`config.mk`:
```
export PLATFORM = sky130hd
export DESIGN_NAME = spcm_top
export DESIGN_NICKNAME = d
export VERILOG_FILES = /design/src/hdl/spcm_top.v
export VERILOG_INCLUDE_DIRS = /design/src /design/src/pkg
export SDC_FILE = /design/constraint.sdc
export NUM_CORES = 1
export LEC_CHECK = 0
export ABC_AREA = 1
export BUFFER_PORTS_ARGS = -buffer_cell sky130_fd_sc_hd__buf_2
export CAP_MARGIN = 20
export CORE_MARGIN = 4
export CORE_UTILIZATION = 40
export DETAILED_ROUTE_END_ITERATION = 8
export PLACE_DENSITY = 0.61
export SLEW_MARGIN = 20
export SYNTH_ARGS = -nofsm -noshare
export SYNTH_HDL_FRONTEND = slang
export SYNTH_SLANG_ARGS = --single-unit
```
`constraint.sdc`:
```
create_clock -name aclk -period 3.2 [get_ports aclk]
set_clock_uncertainty 0.2 [all_clocks]
set_input_delay 0.16 -clock aclk [delete_from_list [all_inputs] [get_ports aclk]]
set_output_delay 0.16 -clock aclk [all_outputs]
set_load 0.01 [all_outputs]
```
`src/pkg/spcm_defines.vh`:
```
// offsets, field positions, reset values and counts of the serial port control block
// Functional notes
// - control bit 2 resets receiver, bit 3 resets transmitter; zero does nothing
// - bit 4 enables receiver unless bit 5 set in same write; bit 5 disables
// - bit 6 enables transmitter unless bit 7 set in same write; bit 7 disables
// - bit 8 clears parity, framing, overrun and break-received flags
// - bit 9 starts break after holding and shift registers drain; ignored during break
// - bit 10 ends break after one character length, then 12 idle bit periods
// - bit 11 makes the time-out counter wait for a new character
// - bit 12 in multidrop sends next written character with address bit set
// - bit 13 clears the retry-limit flag, only in smart-card modes
// - bit 18 drives request line low, bit 19 drives it high
// - mode field: 0 normal, 1 RS485, 2 handshake, 4 T=0, 6 T=1, 8 infrared; only 1, 4 and 6 are decoded, 2 and 8 act as 0
// - length field gives 5 to 8 bits; nine-bit select gives 9 bits
// - clocked-mode bit: 0 asynchronous, 1 synchronous
// - check bit: even, odd, forced 0, forced 1, none, multidrop
// - stop bits: 00 one, 01 one and a half async only, 10 two
// - test mode: normal, echo, local loopback, remote loopback
// - bit order select: 0 lsb first, 1 msb first, both directions
// - clock output drives clock pin only when source is not the clock pin
// - in RS485 the request line is the inverse of transmitter idle, guard included
// - local loopback holds tx pin high, ignores rx pin; remote disables tx and rx
`ifndef SPCM_DEFINES_VH
`define SPCM_DEFINES_VH
`define SPCM_A_CR 8'h00
`define SPCM_A_MR 8'h04
`define SPCM_A_IER 8'h08
`define SPCM_A_IDR 8'h0C
`define SPCM_A_IMR 8'h10
`define SPCM_A_CSR 8'h14
`define SPCM_A_RHR 8'h18
`define SPCM_A_THR 8'h1C
`define SPCM_A_BRGR 8'h20
`define SPCM_A_RTOR 8'h24
`define SPCM_A_TTGR 8'h28
`define SPCM_A_FIDI 8'h40
`define SPCM_A_NER 8'h44
`define SPCM_A_IF 8'h4C
`define SPCM_FIDI_RST 11'h174
`define SPCM_MR_MASK 32'h977FFFFF
`define SPCM_MR_MODE 3:0
`define SPCM_MR_CLKS 5:4
`define SPCM_MR_CHAR_LENGTH_FIELD 7:6
`define SPCM_MR_SYNC 8
`define SPCM_MR_PAR 11:9
`define SPCM_MR_STOP 13:12
`define SPCM_MR_CHM 15:14
`define SPCM_MR_BIT_ORDER_SELECT 16
`define SPCM_MR_NINE_BIT_SELECT 17
`define SPCM_MR_CLOCK_OUTPUT_SELECT 18
`define SPCM_MR_OVER 19
`define SPCM_MODE_RS485 4'h1
`define SPCM_MODE_T0 4'h4
`define SPCM_MODE_T1 4'h6
`define SPCM_CLK_MCK 2'h0
`define SPCM_CLK_DIV 2'h1
`define SPCM_CLK_EXT 2'h3
`define SPCM_CHM_ECHO 2'h1
`define SPCM_CHM_LOCAL 2'h2
`define SPCM_CHM_REMOTE 2'h3
`define SPCM_BRK_END_BITS 8'h0C
`endif

```
`src/hdl/spcm_top.v`:
```
// serial port control and mode block with axi4-lite registers
`timescale 1ns/10ps
`default_nettype none
`include "spcm_defines.vh"
module spcm_top #(
	parameter DIV = 8
) (
	input wire aclk,
	input wire aresetn,
	input wire [7:0] awaddr,
	input wire awvalid,
	output reg awready,
	input wire [31:0] wdata,
	input wire [3:0] wstrb,
	input wire wvalid,
	output reg wready,
	output reg [1:0] bresp,
	output reg bvalid,
	input wire bready,
	input wire [7:0] araddr,
	input wire arvalid,
	output reg arready,
	output reg [31:0] rdata,
	output reg [1:0] rresp,
	output reg rvalid,
	input wire rready,
	input wire rxd,
	output reg txd,
	input wire sck_in,
	output reg sck_out,
	output reg sck_oe,
	output reg rts,
	input wire retry_limit_evt,
	input wire negative_ack_evt
);
	localparam [31:0] DIV_W = DIV - 1;
	localparam [7:0] DIV_M1 = DIV_W[7:0];
	localparam [2:0] T_IDLE = 3'h0, T_START = 3'h1, T_DATA = 3'h2, T_PAR = 3'h3;
	localparam [2:0] T_STOP = 3'h4, T_BRK = 3'h5, T_BEND = 3'h6, T_GUARD = 3'h7;
	localparam [2:0] R_IDLE = 3'h0, R_START = 3'h1, R_DATA = 3'h2, R_PAR = 3'h3;
	localparam [2:0] R_STOP = 3'h4, R_BRKW = 3'h5;

	function mapped;
		input [7:0] a;
		begin
			case (a)
			`SPCM_A_CR, `SPCM_A_MR, `SPCM_A_IER, `SPCM_A_IDR, `SPCM_A_IMR, `SPCM_A_CSR,
			`SPCM_A_RHR, `SPCM_A_THR, `SPCM_A_BRGR, `SPCM_A_RTOR, `SPCM_A_TTGR,
			`SPCM_A_FIDI, `SPCM_A_NER, `SPCM_A_IF: mapped = 1'b1;
			default: mapped = 1'b0;
			endcase
		end
	endfunction

	// expected check bit for a character of n bits
	function par_of;
		input [8:0] d;
		input [3:0] n;
		input [2:0] t;
		reg p;
		begin
			p = ^(d & (9'h1FF >> (4'h9 - n)));
			case (t)
			3'h0: par_of = p;
			3'h1: par_of = ~p;
			3'h3: par_of = 1'b1;
			default: par_of = 1'b0;
			endcase
		end
	endfunction

	// ==========================================
	// register bus
	reg aw_f, w_f;
	reg [7:0] wa;
	reg [31:0] wdh;
	reg [3:0] wsh;
	reg [31:0] mr;
	reg [15:0] brgr, rtor;
	reg [7:0] ttgr, ifr, ner;
	reg [10:0] fidi;
	reg [31:0] rmux;
	wire aw_hs = awvalid & awready;
	wire w_hs = wvalid & wready;
	wire ar_hs = arvalid & arready;
	wire do_wr = aw_f & w_f & ~bvalid;
	// response still pending after this edge: no new write taken
	wire b_next = do_wr | (bvalid & ~bready);
	wire [31:0] wd = wdh & {{8{wsh[3]}}, {8{wsh[2]}}, {8{wsh[1]}}, {8{wsh[0]}}};
	wire [31:0] cmd = (do_wr && wa == `SPCM_A_CR) ? wd : 32'h0;
	wire thr_wr = do_wr && wa == `SPCM_A_THR;
	wire rhr_rd = ar_hs && araddr == `SPCM_A_RHR;
	wire ner_rd = ar_hs && araddr == `SPCM_A_NER;

	always @(posedge aclk) begin
		if (!aresetn) begin
			aw_f <= 1'b0;
			w_f <= 1'b0;
			awready <= 1'b0;
			wready <= 1'b0;
			bvalid <= 1'b0;
			bresp <= 2'h0;
			arready <= 1'b0;
			rvalid <= 1'b0;
			rresp <= 2'h0;
			rdata <= 32'h0;
			wa <= 8'h0;
			wdh <= 32'h0;
			wsh <= 4'h0;
		end else begin
			if (aw_hs)
				wa <= awaddr;
			if (w_hs) begin
				wdh <= wdata;
				wsh <= wstrb;
			end
			aw_f <= (aw_f | aw_hs) & ~do_wr;
			w_f <= (w_f | w_hs) & ~do_wr;
			awready <= ~((aw_f | aw_hs) & ~do_wr) & ~b_next;
			wready <= ~((w_f | w_hs) & ~do_wr) & ~b_next;
			if (do_wr) begin
				bvalid <= 1'b1;
				bresp <= mapped(wa) ? 2'h0 : 2'h2;
			end else if (bready)
				bvalid <= 1'b0;
			if (ar_hs) begin
				rvalid <= 1'b1;
				rdata <= rmux;
				rresp <= mapped(araddr) ? 2'h0 : 2'h2;
			end else if (rready)
				rvalid <= 1'b0;
			arready <= ~(ar_hs | (rvalid & ~rready));
		end
	end

	always @(posedge aclk) begin
		if (!aresetn) begin
			mr <= 32'h0;
			brgr <= 16'h0;
			rtor <= 16'h0;
			ttgr <= 8'h0;
			fidi <= `SPCM_FIDI_RST;
			ifr <= 8'h0;
		end else if (do_wr) begin
			case (wa)
			`SPCM_A_MR: mr <= wd & `SPCM_MR_MASK;
			`SPCM_A_BRGR: brgr <= wd[15:0];
			`SPCM_A_RTOR: rtor <= wd[15:0];
			`SPCM_A_TTGR: ttgr <= wd[7:0];
			`SPCM_A_FIDI: fidi <= wd[10:0];
			`SPCM_A_IF: ifr <= wd[7:0];
			default: ;
			endcase
		end
	end

	// ==========================================
	// mode decode
	wire [3:0] mode = mr[`SPCM_MR_MODE];
	wire [1:0] clks = mr[`SPCM_MR_CLKS];
	wire [1:0] chm = mr[`SPCM_MR_CHM];
	wire [2:0] ptype = mr[`SPCM_MR_PAR];
	wire sync = mr[`SPCM_MR_SYNC];
	wire bit_order_select = mr[`SPCM_MR_BIT_ORDER_SELECT];
	wire [3:0] nbits = mr[`SPCM_MR_NINE_BIT_SELECT] ? 4'h9 : 4'h5 + {2'h0, mr[`SPCM_MR_CHAR_LENGTH_FIELD]};
	wire has_par = ~ptype[2] | ptype[1];
	wire mdrop = ptype[2] & ptype[1];
	wire [4:0] bl = sync ? 5'h1 : (mr[`SPCM_MR_OVER] ? 5'h8 : 5'h10);
	wire [4:0] half = sync ? 5'h1 : {1'b0, bl[4:1]};
	wire [1:0] nst = mr[`SPCM_MR_STOP];
	wire [5:0] stop_len = (nst == 2'h2) ? {bl, 1'b0} :
		(nst == 2'h1 && !sync) ? {1'b0, bl} + {1'b0, half} : {1'b0, bl};
	wire smart = mode == `SPCM_MODE_T0 || mode == `SPCM_MODE_T1;

	// ==========================================
	// clock source and baud timing
	reg sck_m, sck_s, sck_d, rxd_m, rxd_s;
	reg [7:0] pre;
	reg [15:0] brg;
	reg samp;
	reg [4:0] bt;
	always @(posedge aclk) begin
		sck_m <= sck_in;
		sck_s <= sck_m;
		rxd_m <= rxd;
		rxd_s <= rxd_m;
	end
	wire src_tick = (clks == `SPCM_CLK_MCK) ? 1'b1 :
		(clks == `SPCM_CLK_DIV) ? (pre == 8'h0) :
		(clks == `SPCM_CLK_EXT) ? (sck_s & ~sck_d) : 1'b0;
	wire brg_end = brg >= brgr - 16'h1;
	wire btick = samp && bt + 5'h1 >= bl;
	always @(posedge aclk) begin
		if (!aresetn) begin
			sck_d <= 1'b0;
			pre <= 8'h0;
			brg <= 16'h0;
			samp <= 1'b0;
			bt <= 5'h0;
		end else begin
			sck_d <= sck_s;
			pre <= (pre >= DIV_M1) ? 8'h0 : pre + 8'h1;
			samp <= src_tick && brgr != 16'h0 && brg_end;
			if (src_tick && brgr != 16'h0)
				brg <= brg_end ? 16'h0 : brg + 16'h1;
			if (samp)
				bt <= btick ? 5'h0 : bt + 5'h1;
		end
	end

	// ==========================================
	// transmitter
	reg [2:0] ts;
	reg tx_en, thr_full, thr_addr, send_addr, brk_pend, brk_stop, tx_line;
	reg [8:0] thr, tsh;
	reg tsh_addr;
	reg [5:0] tcnt;
	reg [3:0] tidx;
	reg [7:0] tbits;
	wire tx_go = tx_en && chm != `SPCM_CHM_REMOTE;
	wire transmitter_idle_flag = ts == T_IDLE && !thr_full;
	wire [5:0] tnext = tcnt + 6'h1;
	wire [3:0] tpos = bit_order_select ? nbits - 4'h1 - tidx : tidx;
	wire tpar = mdrop ? tsh_addr : par_of(tsh, nbits, ptype);
	wire tbit_end = samp && tnext >= {1'b0, bl};
	always @(posedge aclk) begin
		if (!aresetn || cmd[3]) begin
			ts <= T_IDLE;
			tx_en <= 1'b0;
			thr_full <= 1'b0;
			thr_addr <= 1'b0;
			send_addr <= 1'b0;
			brk_pend <= 1'b0;
			brk_stop <= 1'b0;
			tx_line <= 1'b1;
			thr <= 9'h0;
			tsh <= 9'h0;
			tsh_addr <= 1'b0;
			tcnt <= 6'h0;
			tidx <= 4'h0;
			tbits <= 8'h0;
		end else begin
			if (cmd[7])
				tx_en <= 1'b0;
			else if (cmd[6])
				tx_en <= 1'b1;
			if (cmd[12] && mdrop)
				send_addr <= 1'b1;
			if (cmd[9] && ts != T_BRK && ts != T_BEND)
				brk_pend <= 1'b1;
			if (cmd[10] && ts == T_BRK)
				brk_stop <= 1'b1;
			if (thr_wr && !thr_full) begin
				thr <= wd[8:0];
				thr_full <= 1'b1;
				thr_addr <= send_addr;
				send_addr <= 1'b0;
			end
			if (samp) begin
				tcnt <= tnext;
				case (ts)
				T_IDLE: begin
					tx_line <= 1'b1;
					tcnt <= 6'h0;
					tbits <= 8'h0;
					if (thr_full && tx_go) begin
						tsh <= thr;
						tsh_addr <= thr_addr;
						tidx <= 4'h0;
						thr_full <= 1'b0;
						tx_line <= 1'b0;
						ts <= T_START;
					end else if (brk_pend && !thr_full) begin
						brk_pend <= 1'b0;
						tx_line <= 1'b0;
						ts <= T_BRK;
					end
				end
				T_START: if (tbit_end) begin
					tcnt <= 6'h0;
					tidx <= 4'h0;
					tx_line <= tsh[tpos];
					ts <= T_DATA;
				end
				T_DATA: if (tbit_end) begin
					tcnt <= 6'h0;
					tidx <= tidx + 4'h1;
					tx_line <= bit_order_select ? tsh[tpos - 4'h1] : tsh[tpos + 4'h1];
					if (tidx + 4'h1 >= nbits) begin
						tx_line <= has_par ? tpar : 1'b1;
						ts <= has_par ? T_PAR : T_STOP;
					end
				end
				T_PAR: if (tbit_end) begin
					tcnt <= 6'h0;
					tx_line <= 1'b1;
					ts <= T_STOP;
				end
				T_STOP: if (tnext >= stop_len) begin
					tcnt <= 6'h0;
					ts <= (ttgr != 8'h0) ? T_GUARD : T_IDLE;
				end
				T_BRK: if (tbit_end) begin
					tcnt <= 6'h0;
					if (tbits < {4'h0, nbits} + 8'h2)
						tbits <= tbits + 8'h1;
					else if (brk_stop) begin
						brk_stop <= 1'b0;
						tbits <= 8'h0;
						tx_line <= 1'b1;
						ts <= T_BEND;
					end
				end
				T_BEND, T_GUARD: if (tbit_end) begin
					tcnt <= 6'h0;
					tbits <= tbits + 8'h1;
					if (tbits + 8'h1 >= (ts == T_BEND ? `SPCM_BRK_END_BITS : ttgr))
						ts <= T_IDLE;
				end
				default: ts <= T_IDLE;
				endcase
			end
		end
	end

	// ==========================================
	// receiver and status flags
	reg [2:0] rs;
	reg rx_en, rxrdy, break_received_flag, parity_error_flag, frame, overrun_error_flag, rpb, rzero;
	reg [8:0] rsh, rhr;
	reg [4:0] rcnt;
	reg [3:0] ridx;
	reg to_wait, to_run, timeout, iter, negative_ack_flag;
	reg [15:0] to_cnt;
	wire rx_go = rx_en && chm != `SPCM_CHM_REMOTE;
	wire rx_in = (chm == `SPCM_CHM_LOCAL) ? tx_line : rxd_s;
	wire [4:0] rnext = rcnt + 5'h1;
	wire [3:0] rpos = bit_order_select ? nbits - 4'h1 - ridx : ridx;
	wire rdone = samp && rs == R_STOP && rnext >= bl;
	wire rperr = has_par && !mdrop && rpb != par_of(rsh, nbits, ptype);
	always @(posedge aclk) begin
		if (!aresetn || cmd[2]) begin
			rs <= R_IDLE;
			rx_en <= 1'b0;
			rxrdy <= 1'b0;
			rsh <= 9'h0;
			rcnt <= 5'h0;
			ridx <= 4'h0;
			rpb <= 1'b0;
			rzero <= 1'b0;
		end else begin
			if (cmd[5])
				rx_en <= 1'b0;
			else if (cmd[4])
				rx_en <= 1'b1;
			if (rhr_rd)
				rxrdy <= 1'b0;
			if (samp) begin
				rcnt <= rnext;
				case (rs)
				R_IDLE: begin
					rcnt <= 5'h0;
					if (rx_go && !rx_in)
						rs <= R_START;
				end
				R_START: if (rnext >= half) begin
					rcnt <= 5'h0;
					ridx <= 4'h0;
					rzero <= 1'b1;
					rsh <= 9'h0;
					rs <= rx_in ? R_IDLE : R_DATA;
				end
				R_DATA: if (rnext >= bl) begin
					rcnt <= 5'h0;
					rsh[rpos] <= rx_in;
					rzero <= rzero & ~rx_in;
					ridx <= ridx + 4'h1;
					if (ridx + 4'h1 >= nbits)
						rs <= has_par ? R_PAR : R_STOP;
				end
				R_PAR: if (rnext >= bl) begin
					rcnt <= 5'h0;
					rpb <= rx_in;
					rzero <= rzero & ~rx_in;
					rs <= R_STOP;
				end
				R_STOP: if (rnext >= bl) begin
					rcnt <= 5'h0;
					rs <= (rzero && !rx_in) ? R_BRKW : R_IDLE;
					if (!(rzero && !rx_in))
						rxrdy <= 1'b1;
				end
				R_BRKW: if (rx_in)
					rs <= R_IDLE;
				default: rs <= R_IDLE;
				endcase
			end
		end
	end

	// flags: a clear command and a set event in one cycle leave the flag set
	always @(posedge aclk) begin
		if (!aresetn) begin
			break_received_flag <= 1'b0;
			parity_error_flag <= 1'b0;
			frame <= 1'b0;
			overrun_error_flag <= 1'b0;
			rhr <= 9'h0;
			ner <= 8'h0;
			iter <= 1'b0;
			negative_ack_flag <= 1'b0;
		end else begin
			if (cmd[8]) begin
				break_received_flag <= 1'b0;
				parity_error_flag <= 1'b0;
				frame <= 1'b0;
				overrun_error_flag <= 1'b0;
			end
			if (cmd[13] && smart)
				iter <= 1'b0;
			if (cmd[14])
				negative_ack_flag <= 1'b0;
			if (retry_limit_evt)
				iter <= 1'b1;
			if (negative_ack_evt)
				negative_ack_flag <= 1'b1;
			if (ner_rd)
				ner <= 8'h0;
			if (rdone) begin
				if (rzero && !rx_in)
					break_received_flag <= 1'b1;
				else begin
					rhr <= rsh;
					if (!rx_in)
						frame <= 1'b1;
					if (rxrdy && !rhr_rd)
						overrun_error_flag <= 1'b1;
					if (rperr) begin
						parity_error_flag <= 1'b1;
						ner <= ner + 8'h1;
					end
				end
			end
		end
	end

	// receiver time-out, counted in bit periods while the line is quiet
	always @(posedge aclk) begin
		if (!aresetn) begin
			to_wait <= 1'b0;
			to_run <= 1'b0;
			timeout <= 1'b0;
			to_cnt <= 16'h0;
		end else begin
			if (cmd[11]) begin
				to_wait <= 1'b1;
				to_run <= 1'b0;
				timeout <= 1'b0;
			end else if (cmd[15] && rtor != 16'h0) begin
				to_run <= 1'b1;
				to_cnt <= rtor;
				timeout <= 1'b0;
			end else if (rdone && rtor != 16'h0) begin
				to_wait <= 1'b0;
				to_run <= 1'b1;
				to_cnt <= rtor;
			end else if (to_run && btick && rs == R_IDLE) begin
				to_cnt <= to_cnt - 16'h1;
				if (to_cnt <= 16'h1) begin
					to_run <= 1'b0;
					timeout <= 1'b1;
				end
			end
		end
	end

	// ==========================================
	// read mux and pins
	wire [31:0] csr = {18'h0, negative_ack_flag, 2'h0, iter, transmitter_idle_flag, timeout, parity_error_flag, frame, overrun_error_flag,
		2'h0, break_received_flag, ~thr_full, rxrdy};
	always @* begin
		case (araddr)
		`SPCM_A_MR: rmux = mr;
		`SPCM_A_CSR: rmux = csr;
		`SPCM_A_RHR: rmux = {23'h0, rhr};
		`SPCM_A_BRGR: rmux = {16'h0, brgr};
		`SPCM_A_RTOR: rmux = {16'h0, rtor};
		`SPCM_A_TTGR: rmux = {24'h0, ttgr};
		`SPCM_A_FIDI: rmux = {21'h0, fidi};
		`SPCM_A_NER: rmux = {24'h0, ner};
		`SPCM_A_IF: rmux = {24'h0, ifr};
		default: rmux = 32'h0;
		endcase
	end

	reg rts_lvl;
	always @(posedge aclk) begin
		if (!aresetn) begin
			txd <= 1'b1;
			sck_out <= 1'b0;
			sck_oe <= 1'b0;
			rts <= 1'b1;
			rts_lvl <= 1'b1;
		end else begin
			if (cmd[18])
				rts_lvl <= 1'b0;
			else if (cmd[19])
				rts_lvl <= 1'b1;
			rts <= (mode == `SPCM_MODE_RS485) ? ~transmitter_idle_flag : rts_lvl;
			case (chm)
			`SPCM_CHM_ECHO, `SPCM_CHM_REMOTE: txd <= rxd_s;
			`SPCM_CHM_LOCAL: txd <= 1'b1;
			default: txd <= tx_line;
			endcase
			sck_oe <= mr[`SPCM_MR_CLOCK_OUTPUT_SELECT] && clks != `SPCM_CLK_EXT;
			sck_out <= sync ? (brg < {1'b0, brgr[15:1]}) : (bt < half);
		end
	end
endmodule
`default_nettype wire

```
==> Yosys cells after proc, flatten, opt, wreduce, memory -nomap -nowiden <==
Cells that the tools add are included.
{ "totals": {"out_inout_bits": 45, "register_bits": 327, "elab_cells": 478, "input_bits": 63} }
{ "classes": {"muxes": 157, "add_sub_neg": 20, "n_shift": 1, "eq_ne": 76, "n_reduce_logical": 98, "n_lt_le_gt_ge": 19, "bitwise_logic": 41} }
{ "op_table": {"columns": ["cell", "n"], "rows": [
  ["$pmux W32 S9", 1],
  ["$mux W1", 79],
  ["$mux W8", 9],
  ["$mux W3", 22],
  ["$eq A8 B5 Y1 const B", 8],
  ["$mux W16", 4],
  ["$eq A8 B6 Y1 const B", 6],
  ["$eq A8 B7 Y1 const B", 6],
  ["$mux W4", 9],
  ["$ne A2 B2 Y1 const B", 18],
  ["$logic_and A1 B1 Y1", 33],
  ["$and A32 B32 Y32", 1],
  ["$eq A8 B4 Y1 const B", 4],
  ["$reduce_bool A16 Y1", 2],
  ["$sub A16 B1 Y16 const B", 2],
  ["$reduce_or A14 Y1", 2],
  ["$mux W5", 5],
  ["$add A8 B1 Y8 const B", 3],
  ["$logic_not A8 Y1", 3],
  ["$mux W6", 4],
  ["$pmux W8 S3", 1],
  ["$pmux W3 S7", 1],
  ["$lt A4 B5 Y1 const B", 4],
  ["$mux W20", 1],
  ["73 further kinds", 184]
]} }

==> Depth between registers and ports, before layout <==
Gate-level depths: netlist of the first run.
{ "logic_depth": {"word_depth": 13, "mapped_depth": 23, "mapped_depth_nobuf": 23} }

==> Least setup slack after synthesis of the first run <==
OpenSTA, ideal clock, no wires.
{ "synth_path": {"kind": "register -> register", "from": "reg mr[6]", "to": "reg tx_line", "arrival_time_ns": 3.104, "path_stages_with_launch": 20, "path_buffers": 0, "period_less_slack_ns": 3.417, "required_ns": 2.887, "path_slack_ns": -0.217, "path_cell_list": "dfxtp_1 -> ha_1 -> nand2_1 -> ha_1 -> fa_1 -> nand2_1 -> o21ai_0 -> inv_1 -> ha_1 -> inv_1 -> o21ai_0 -> inv_1 -> o21ai_0 -> inv_1 -> nand2_1 -> nand3_1 -> nand3_1 -> nand3_1 -> nand2_1 -> nand2_1"} }
{ "synth_via": {"elab_chain_cells": 13, "elab_cells_between_ends": 31, "classes_between": "7 x add/sub; 2 x order compare; 1 x eq/ne; 1 x shift; 16 x mux; 2 x bitwise; 2 x reduce/logical"} }
{ "synth_rtl": {"columns": ["element", "line_no", "source"], "rows": [
  ["start, declared", "spcm_top.v:78", "reg [31:0] mr;"],
  ["start signal, assigned", "spcm_top.v:146", "`SPCM_A_MR: mr <= wd & `SPCM_MR_MASK;"],
  ["$add A3 B2 Y4 (*)", "spcm_top.v:165", "wire [3:0] nbits = mr[`SPCM_MR_NINE_BIT_SELECT] ? 4'h9 : 4'h5 + {2'h0, mr[`SPCM_MR_CHAR_LENGTH_FIELD]};"],
  ["$mux W4 (*)", "spcm_top.v:165", null],
  ["branches (longest 11 deep; another with $sub A4 B1 Y4)", null, null],
  ["end signal, assigned", "spcm_top.v:282", "tx_line <= tsh[tpos];"],
  ["end signal, assigned", "spcm_top.v:288", "tx_line <= bit_order_select ? tsh[tpos - 4'h1] : tsh[tpos + 4'h1];"],
  ["end signal, assigned", "spcm_top.v:290", "tx_line <= has_par ? tpar : 1'b1;"],
  ["end, declared", "spcm_top.v:214", "reg tx_en, thr_full, thr_addr, send_addr, brk_pend, brk_stop, tx_line;"]
]} }
Every way passes the cells marked *. The select of a mux whose other input is x is not followed.
A chain may end at the register's enable or synchronous reset.

==> Worst setup path in the final report of the first run <==
{ "layout_path": {"from": "reg brgr[1]", "to": "reg brg[1]"} }
{ "layout_via": {"elab_chain_cells": 3, "elab_cells_between_ends": 5, "classes_between": "1 x add/sub; 1 x order compare; 1 x mux; 2 x reduce/logical"} }
{ "layout_rtl": {"columns": ["element", "line_no", "source"], "rows": [
  ["start, declared", "spcm_top.v:79", "reg [15:0] brgr, rtor;"],
  ["start signal, assigned", "spcm_top.v:147", "`SPCM_A_BRGR: brgr <= wd[15:0];"],
  ["$sub A16 B1 Y16", "spcm_top.v:191", "wire brg_end = brg >= brgr - 16'h1;"],
  ["$ge A16 B16 Y1", "spcm_top.v:191", null],
  ["$mux W16", "spcm_top.v:205", "brg <= brg_end ? 16'h0 : brg + 16'h1;"],
  ["end signal, assigned", "spcm_top.v:205", null],
  ["end, declared", "spcm_top.v:179", "reg [15:0] brg;"]
]} }
Several ways; a longest one is shown, not always the timed one.

==> impl_metrics.env, run 1 <==
export IMPL_final_cell_mix="nand2_1, dfxtp_1, inv_1"
export IMPL_htree_levels=2
export IMPL_synth_seq_area_share_pct=36.8
export IMPL_crit_type="reg -> reg"
export IMPL_dpl_hpwl_mm=41.5
export IMPL_min_period_over_period_pct=96.4
export IMPL_p_int_uw=6680
export IMPL_die_height_um=216
export IMPL_synth_cell_types=64
export IMPL_cts_buffer_depth=3
export IMPL_fmax_mhz=324
export IMPL_antenna_cells=0
export IMPL_layout_drive_gt1_share_pct=12.6
export IMPL_clock_power_share_pct=48.4
export IMPL_ioPinCount=108
export IMPL_slew_violations=0
export IMPL_nets=2836
export IMPL_syn_inst=2472
export IMPL_syn_area_mm2=0.0172
export IMPL_yosysWarningCount=0
export IMPL_synth_avg_cell_area_um2=6.97
export IMPL_clkLatencyLatePin_ps=570
export IMPL_r2r_end="brg[1]"
export IMPL_grt_pass1_vias=16467
export IMPL_num_rows=75
export IMPL_fp_dieW_um=216
export IMPL_avgRoutedWirePerCell_um=17.2
export IMPL_root_buffer="clkbuf_16"
export IMPL_period_needed_ps=3090
export IMPL_leakagePower_uw=0.00910
export IMPL_grt_max_degree=65
export IMPL_crit_required_ps=3490
export IMPL_drt_wl_total_mm=55.7
export IMPL_powerDensity_mw_per_mm2=421
export IMPL_ant_nets=0
export IMPL_setup_violations_final=0
export IMPL_reg2reg_from="brgr[1]"
export IMPL_drc=0
export IMPL_die_area_mm2=0.0464
export IMPL_synthFlopType="dfxtp_1"
export IMPL_fp_coreArea_mm2=0.0422
export IMPL_synth_edff_count=0
export IMPL_io_buffers=97
export IMPL_grt_pass1_wl_mm=86.7
export IMPL_ys_async_sr_fraction_pct=0
export IMPL_status="finished, final reports clean"
export IMPL_report_final_hold_viol_count=0
export IMPL_grt_overflow=0
export IMPL_irDropWorstVdd_uv=397
export IMPL_utilization_pct=49.5
export IMPL_hold_class="in -> reg"
export IMPL_clkTransAtPathRegs_ps=70
export IMPL_drt_initial_drc_count=1266
export IMPL_numCtsBuffers=37
export IMPL_hold_path_depth=5
export IMPL_rsz0062_at_grt="true"
export IMPL_r2r_cells=17
export IMPL_r2r_setup_slack_ps=110
export IMPL_sw_frac_of_total_pct=24.1
export IMPL_syn_to_final_growth_pct=21.5
export IMPL_p_sw_uw=2120
export IMPL_mostFrequentLayoutCell="nand2_1"
export IMPL_via_count=17299
export IMPL_power_frac_seq_pct=46.1
export IMPL_ys_seq_elements=317
export IMPL_drt_pass1_iter_count=5
export IMPL_endpoint_kind="register"
export IMPL_worstSetupStartpointType="register"
export IMPL_track_usage_pct=23.0
export IMPL_worstHoldStart="araddr[5]"
export IMPL_antenna_found_initial=2
export IMPL_tightest_slew_ps=1010
export IMPL_hold_slack_ps=56.6
export IMPL_arrival_ps=3370
export IMPL_initial_utilization_pct=40.8
export IMPL_maxCapViolCount=0
export IMPL_worstPathMaxFanout=6
export IMPL_gp_congestion=0.969
export IMPL_viasPerCell=5.33
export IMPL_p_comb_share_pct=5.5
export IMPL_cts_tree="built"
export IMPL_cts_sinks=317
export IMPL_timing_slew_headroom_pct=32.5
export IMPL_min_to="rxrdy"
[metal layers]
metal	vias up	GRT usage (%)	routed length (µm)
met1	8029	31.6	25400
li1	8599	-	-
met3	131	4.57	4030
met2	536	36.0	24100
met5	-	0	21
met4	4	8.44	2160
[worst max-delay path by stage]
stage / startpoint / slack (ps) / end
after floorplan: brgr[2] / 40 / brg[10]
after global placement: brgr[1] / 10 / brg[1]
after detailed placement: brgr[1] / -60 / brg[1]
after CTS: mr[6] / 3 / tx_line
after global routing: brgr[1] / -100 / brg[8]
final: brgr[1] / 110 / brg[1]
[power groups by stage]
stage          Combinational [µW]  Clock (µW)  Sequential, µW
2_1_floorplan                 246           0            4140
3_3_place_gp                  389           0            4140
3_5_place_dp                  396           0            4150
4_1_cts                       474        4340            4060
5_1_grt                       539        4480            4070
6_report                      487        4260            4060
[through the flow]
step	total power (µW)	instances	instance area, µm²	setup TNS [ps]	setup WS [ps]
6_report	8800	3243	20900	0	115
3_3_place_gp	4530	3097	18600	0	12.1
4_1_cts	8870	3238	20600	0	2.64
5_1_grt	9080	3243	20900	-1380	-98.6
3_5_place_dp	4540	3097	18600	-129	-60.7
2_1_floorplan	4390	2481	17300	0	43.3
[synth_stat cells (14+ instances only)]
master	count	share of area, %
nand4_1	34	1.2
xor2_1	46	2.3
buf_2	17	0.49
ha_1	92	6.7
clkbuf_1	58	1.3
nand2_1	457	10
xnor2_1	18	0.92
nand3_1	118	3.4
a211oi_1	32	1.4
inv_1	294	6.4
o22ai_1	14	0.51
dfxtp_1	317	37
o21ai_0	250	7.3
o211ai_1	14	0.61
nor3_1	45	1.3
nor2_1	287	6.3
a21oi_1	240	7.0
[area by class of cell]
type / instances / area [µm²]
inverters: 308 / 1160
flip-flops and latches: 317 / 6360
repair buffers: 253 / 1870
clock buffers: 51 / 1080
well taps: 539 / 674
clock inverters: 13 / 154
multi-input cells: 1762 / 9620
fillers: 4245 / 21300
[flip-flops by register name, summed over array words and instances, names as in the netlist, 5 cells and up]
register  cells
ttgr          8
rdata        28
to_cnt       16
fidi         11
pre           8
brg          16
bt            5
wa            8
rcnt          5
thr           9
rtor         16
ifr           8
brgr         16
rhr           9
tbits         8
mr           28
wdh          28
tcnt          6
rsh           9
ner           8
tsh           9
[critical path: stages (launching register included)]
cell and delay [ps]:
dfxtp_2 330, inv_2 90, nand3_4 80, nor3_4 200
nand4_1 170, nor4_2 310, nand3_1 130, xor2_1 160
ha_1 340, a21oi_2 150, o21ai_1 70, a21oi_1 100
a21boi_2 170, nand2_2 80, nand2_2 70, nand2_2 60
buf_6 170, a211oi_2 130
[logic make-up after synthesis]
logic type	count (synthesis)	synth area share, %
mux	1	0.0581
xor+xnor	65	3.35
other cells	1	0.0218
compound gates	602	19.2
flops	317	36.8
buf+inv	402	9.18
simple gates	990	24.4
fa+ha+maj	94	6.92
[timing repair]
| action | CTS | global route |
|---|---|---|
| hold buffers | 77 | 0 |
| cloned | 0 | 1 |
| endpoints found under the setup margin | 13 | 64 |
| resized for setup | 6 | 86 |
| pin swaps | 0 | 29 |
| buffers inserted | 0 | 4 |
| hold endpoints to repair | 105 | 0 |
Power figures use the tool's default switching activity.
==> run 2, diff against run 1 <==
--- a/config.mk
+++ b/config.mk
@@ -6,10 +6,9 @@
 export SDC_FILE = /design/constraint.sdc
 export NUM_CORES = 1
 export LEC_CHECK = 0
-export ABC_AREA = 1
 export BUFFER_PORTS_ARGS = -buffer_cell sky130_fd_sc_hd__buf_2
 export CAP_MARGIN = 20
-export CORE_MARGIN = 4
+export CORE_MARGIN = 2
 export CORE_UTILIZATION = 40
 export DETAILED_ROUTE_END_ITERATION = 8
 export PLACE_DENSITY = 0.61
==> run 2 against run 1 <==
Against the previous run: the flow now finishes with violations (setup timing); sequential power decreased by 1%; global-route usage increased by 1.2 points; critical path depth decreased by 5; register-to-register slack got worse by 440 ps; area after synthesis decreased by 1.1%; sequential cell count unchanged; hold slack got worse by 7.5 ps.
==> impl_metrics.env, run 2 <==
export IMPL_worstSetupStartpointType="register"
export IMPL_timing_final_ws_setup_ps=-328
export IMPL_violations="setup timing"
export IMPL_viasPerCell=5.51
export IMPL_grt_pass1_vias=15569
export IMPL_grt_overflow=0
export IMPL_grt_pass1_wl_mm=85.5
export IMPL_leakagePower_uw=0.00841
export IMPL_worstPathMaxFanout=7
export IMPL_power_uw=8590
export IMPL_numCtsBuffers=36
export IMPL_crit_required_ps=3430
export IMPL_syn_inst=2075
export IMPL_synthFlopType="dfxtp_1"
export IMPL_rsz0062_at_grt="true"
export IMPL_clkLatencyLatePin_ps=560
export IMPL_maxCapViolCount=0
export IMPL_drt_wl_total_mm=54.0
export IMPL_die_area_mm2=0.0443
export IMPL_final_cell_mix="dfxtp_1, nand2_1, nor2_1"
export IMPL_avgRoutedWirePerCell_um=18.7
export IMPL_crit_type="reg -> reg"
export IMPL_antenna_found_initial=0
export IMPL_cts_buffer_depth=3
export IMPL_num_rows=75
export IMPL_irDropWorstVdd_uv=366
export IMPL_hold_class="in -> reg"
export IMPL_dpl_hpwl_mm=38.9
export IMPL_io_buffers=97
export IMPL_ant_nets=0
export IMPL_syn_area_mm2=0.0170
export IMPL_synth_most_common_cell="dfxtp_1"
export IMPL_status="finished with violations"
export IMPL_period_needed_ps=3530
export IMPL_synth_cell_types=81
export IMPL_min_period_over_period_pct=110
export IMPL_mostFrequentLayoutCell="dfxtp_1"
export IMPL_fp_dieW_um=210
export IMPL_grt_max_degree=116
export IMPL_syn_to_final_growth_pct=25.6
export IMPL_fp_coreArea_mm2=0.0420
export IMPL_clkTransAtPathRegs_ps=60
export IMPL_setup_violations_final=25
export IMPL_powerDensity_mw_per_mm2=401
export IMPL_fmax_mhz=283
export IMPL_report_final_hold_viol_count=0
export IMPL_top_regs="mr: 28 flops, rdata: 28 flops, wdh: 28 flops"
export IMPL_synthTopCellsByArea="dfxtp_1, ha_1, nand2_1"
export IMPL_initial_utilization_pct=40.5
export IMPL_tightest_slew_ps=955
export IMPL_layout_drive_gt1_share_pct=18.1
export IMPL_yosysWarningCount=0
export IMPL_drc=0
export IMPL_arrival_ps=3750
export IMPL_ys_async_sr_fraction_pct=0
export IMPL_drt_initial_drc_count=1152
export IMPL_gp_congestion=0.910
export IMPL_cts_sinks=317
export IMPL_htree_levels=2
export IMPL_cts_tree="built"
export IMPL_synthTopCellsByCount="dfxtp_1, nand2_1, nor2_1, o21ai_0, clkbuf_1"
export IMPL_die_height_um=210
export IMPL_ys_seq_elements=317
export IMPL_synth_seq_area_share_pct=37.2
export IMPL_synth_top_area_share_pct=37.2
export IMPL_timing_slew_headroom_pct=36.4
export IMPL_nets=2477
export IMPL_drt_pass1_iter_count=8
export IMPL_synth_edff_count=0
export IMPL_synth_top_area_cell="dfxtp_1"
export IMPL_via_count=15891
export IMPL_root_buffer="clkbuf_16"
export IMPL_r2r_setup_slack_ps=-330
export IMPL_ioPinCount=108
export IMPL_track_usage_pct=24.3
export IMPL_dp_slack_ps=-455
export IMPL_endpoint_kind="register"
export IMPL_slew_violations=0
export IMPL_synth_avg_cell_area_um2=8.21
run 2: cell count changes after synthesis, sizes merged, moves of 32 or more:
cell    before  now
and2         0   78
a21oi      241   84
a21boi       5   84
o21ai      254  125
nand2      463  303
inv        300   62
nor2b        0   46
nor2       295  154
clkbuf      59  102
mux2i        1   46
a22oi        1   33
nand3      122   89
a31oi        1   35
run 2: final timing paths:
kind / start / to / depth (start not counted)
min reg2reg: sck_m / sck_s / 0
max: mr[6] / ner[2] / 12
max reg2reg: mr[6] / ner[2] / 12
min: sck_in / sck_m / 2
run 2: logic make-up (layout without fill, tap and decap cells):
group / after synthesis / in the layout / synth area share [%]
fa+ha+maj: 97 / 97 / 7.17
mux: 62 / 63 / 3.91
flops: 317 / 317 / 37.2
xor+xnor: 77 / 77 / 4.37
compound gates: 501 / 501 / 19.5
buf+inv: 177 / 435 / 4.05
other cells: 1 / 11 / 0.0220
simple gates: 843 / 843 / 23.7
run 2: routing by layer:
layer  global-route usage, %  vias up  wire [µm]
met2                    39.4      427      24600
met5                       0        -          0
li1                        -     7782          -
met1                    32.6     7583      24900
met4                    9.57        0       1900
met3                    3.38       99       2570
run 2: critical path, cell delays in order, from the launching register on:
cell and delay (ps):
dfxtp_4 350, ha_4 270, nand2b_4 110, ha_4 360, inv_2 50, a21o_1 150
a31oi_2 190, xnor3_1 350, or3_4 350, a31oi_4 230, mux2_4 380, and3b_1 170
a221o_1 260
run 2: final cells by class:
cell class              instances  area, µm²
repair buffers                312       2320
fillers                      3932      20600
inverters                      62        235
diodes                          1       2.50
multi-input cells            1591      10600
flip-flops and latches        317       6360
clock buffers                  52       1080
well taps                     539        674
clock inverters                 9        105
run 2: stage by stage:
stage          TNS (ps)  hold WS, ps  cells  cell area (µm²)  util, %
2_1_floorplan     -2020        -12.3   2084            17200        -
3_3_place_gp      -3090         63.8   2728            18900     44.9
3_5_place_dp      -4040         66.5   2728            18900     44.9
4_1_cts           -2370         17.9   2866            20900     49.7
5_1_grt          -10110         46.9   2882            21400     50.9
6_report          -6100         49.1   2883            21400     50.9
run 2: what timing repair did:
action	4_1_cts	5_1_grt
buffers inserted	6	16
gates cloned	1	2
hold buffers	70	0
endpoints found under the hold margin	81	0
pin swaps	9	58
gates resized for setup	22	95
setup endpoints to repair	30	54
run 2: power breakdown:
| group | leakage [µW] | internal, µW | switching [µW] |
|---|---|---|---|
| clock | 0.000587 | 2500 | 1720 |
| combinational | 0.00526 | 158 | 188 |
| sequential | 0.00257 | 3990 | 33.8 |
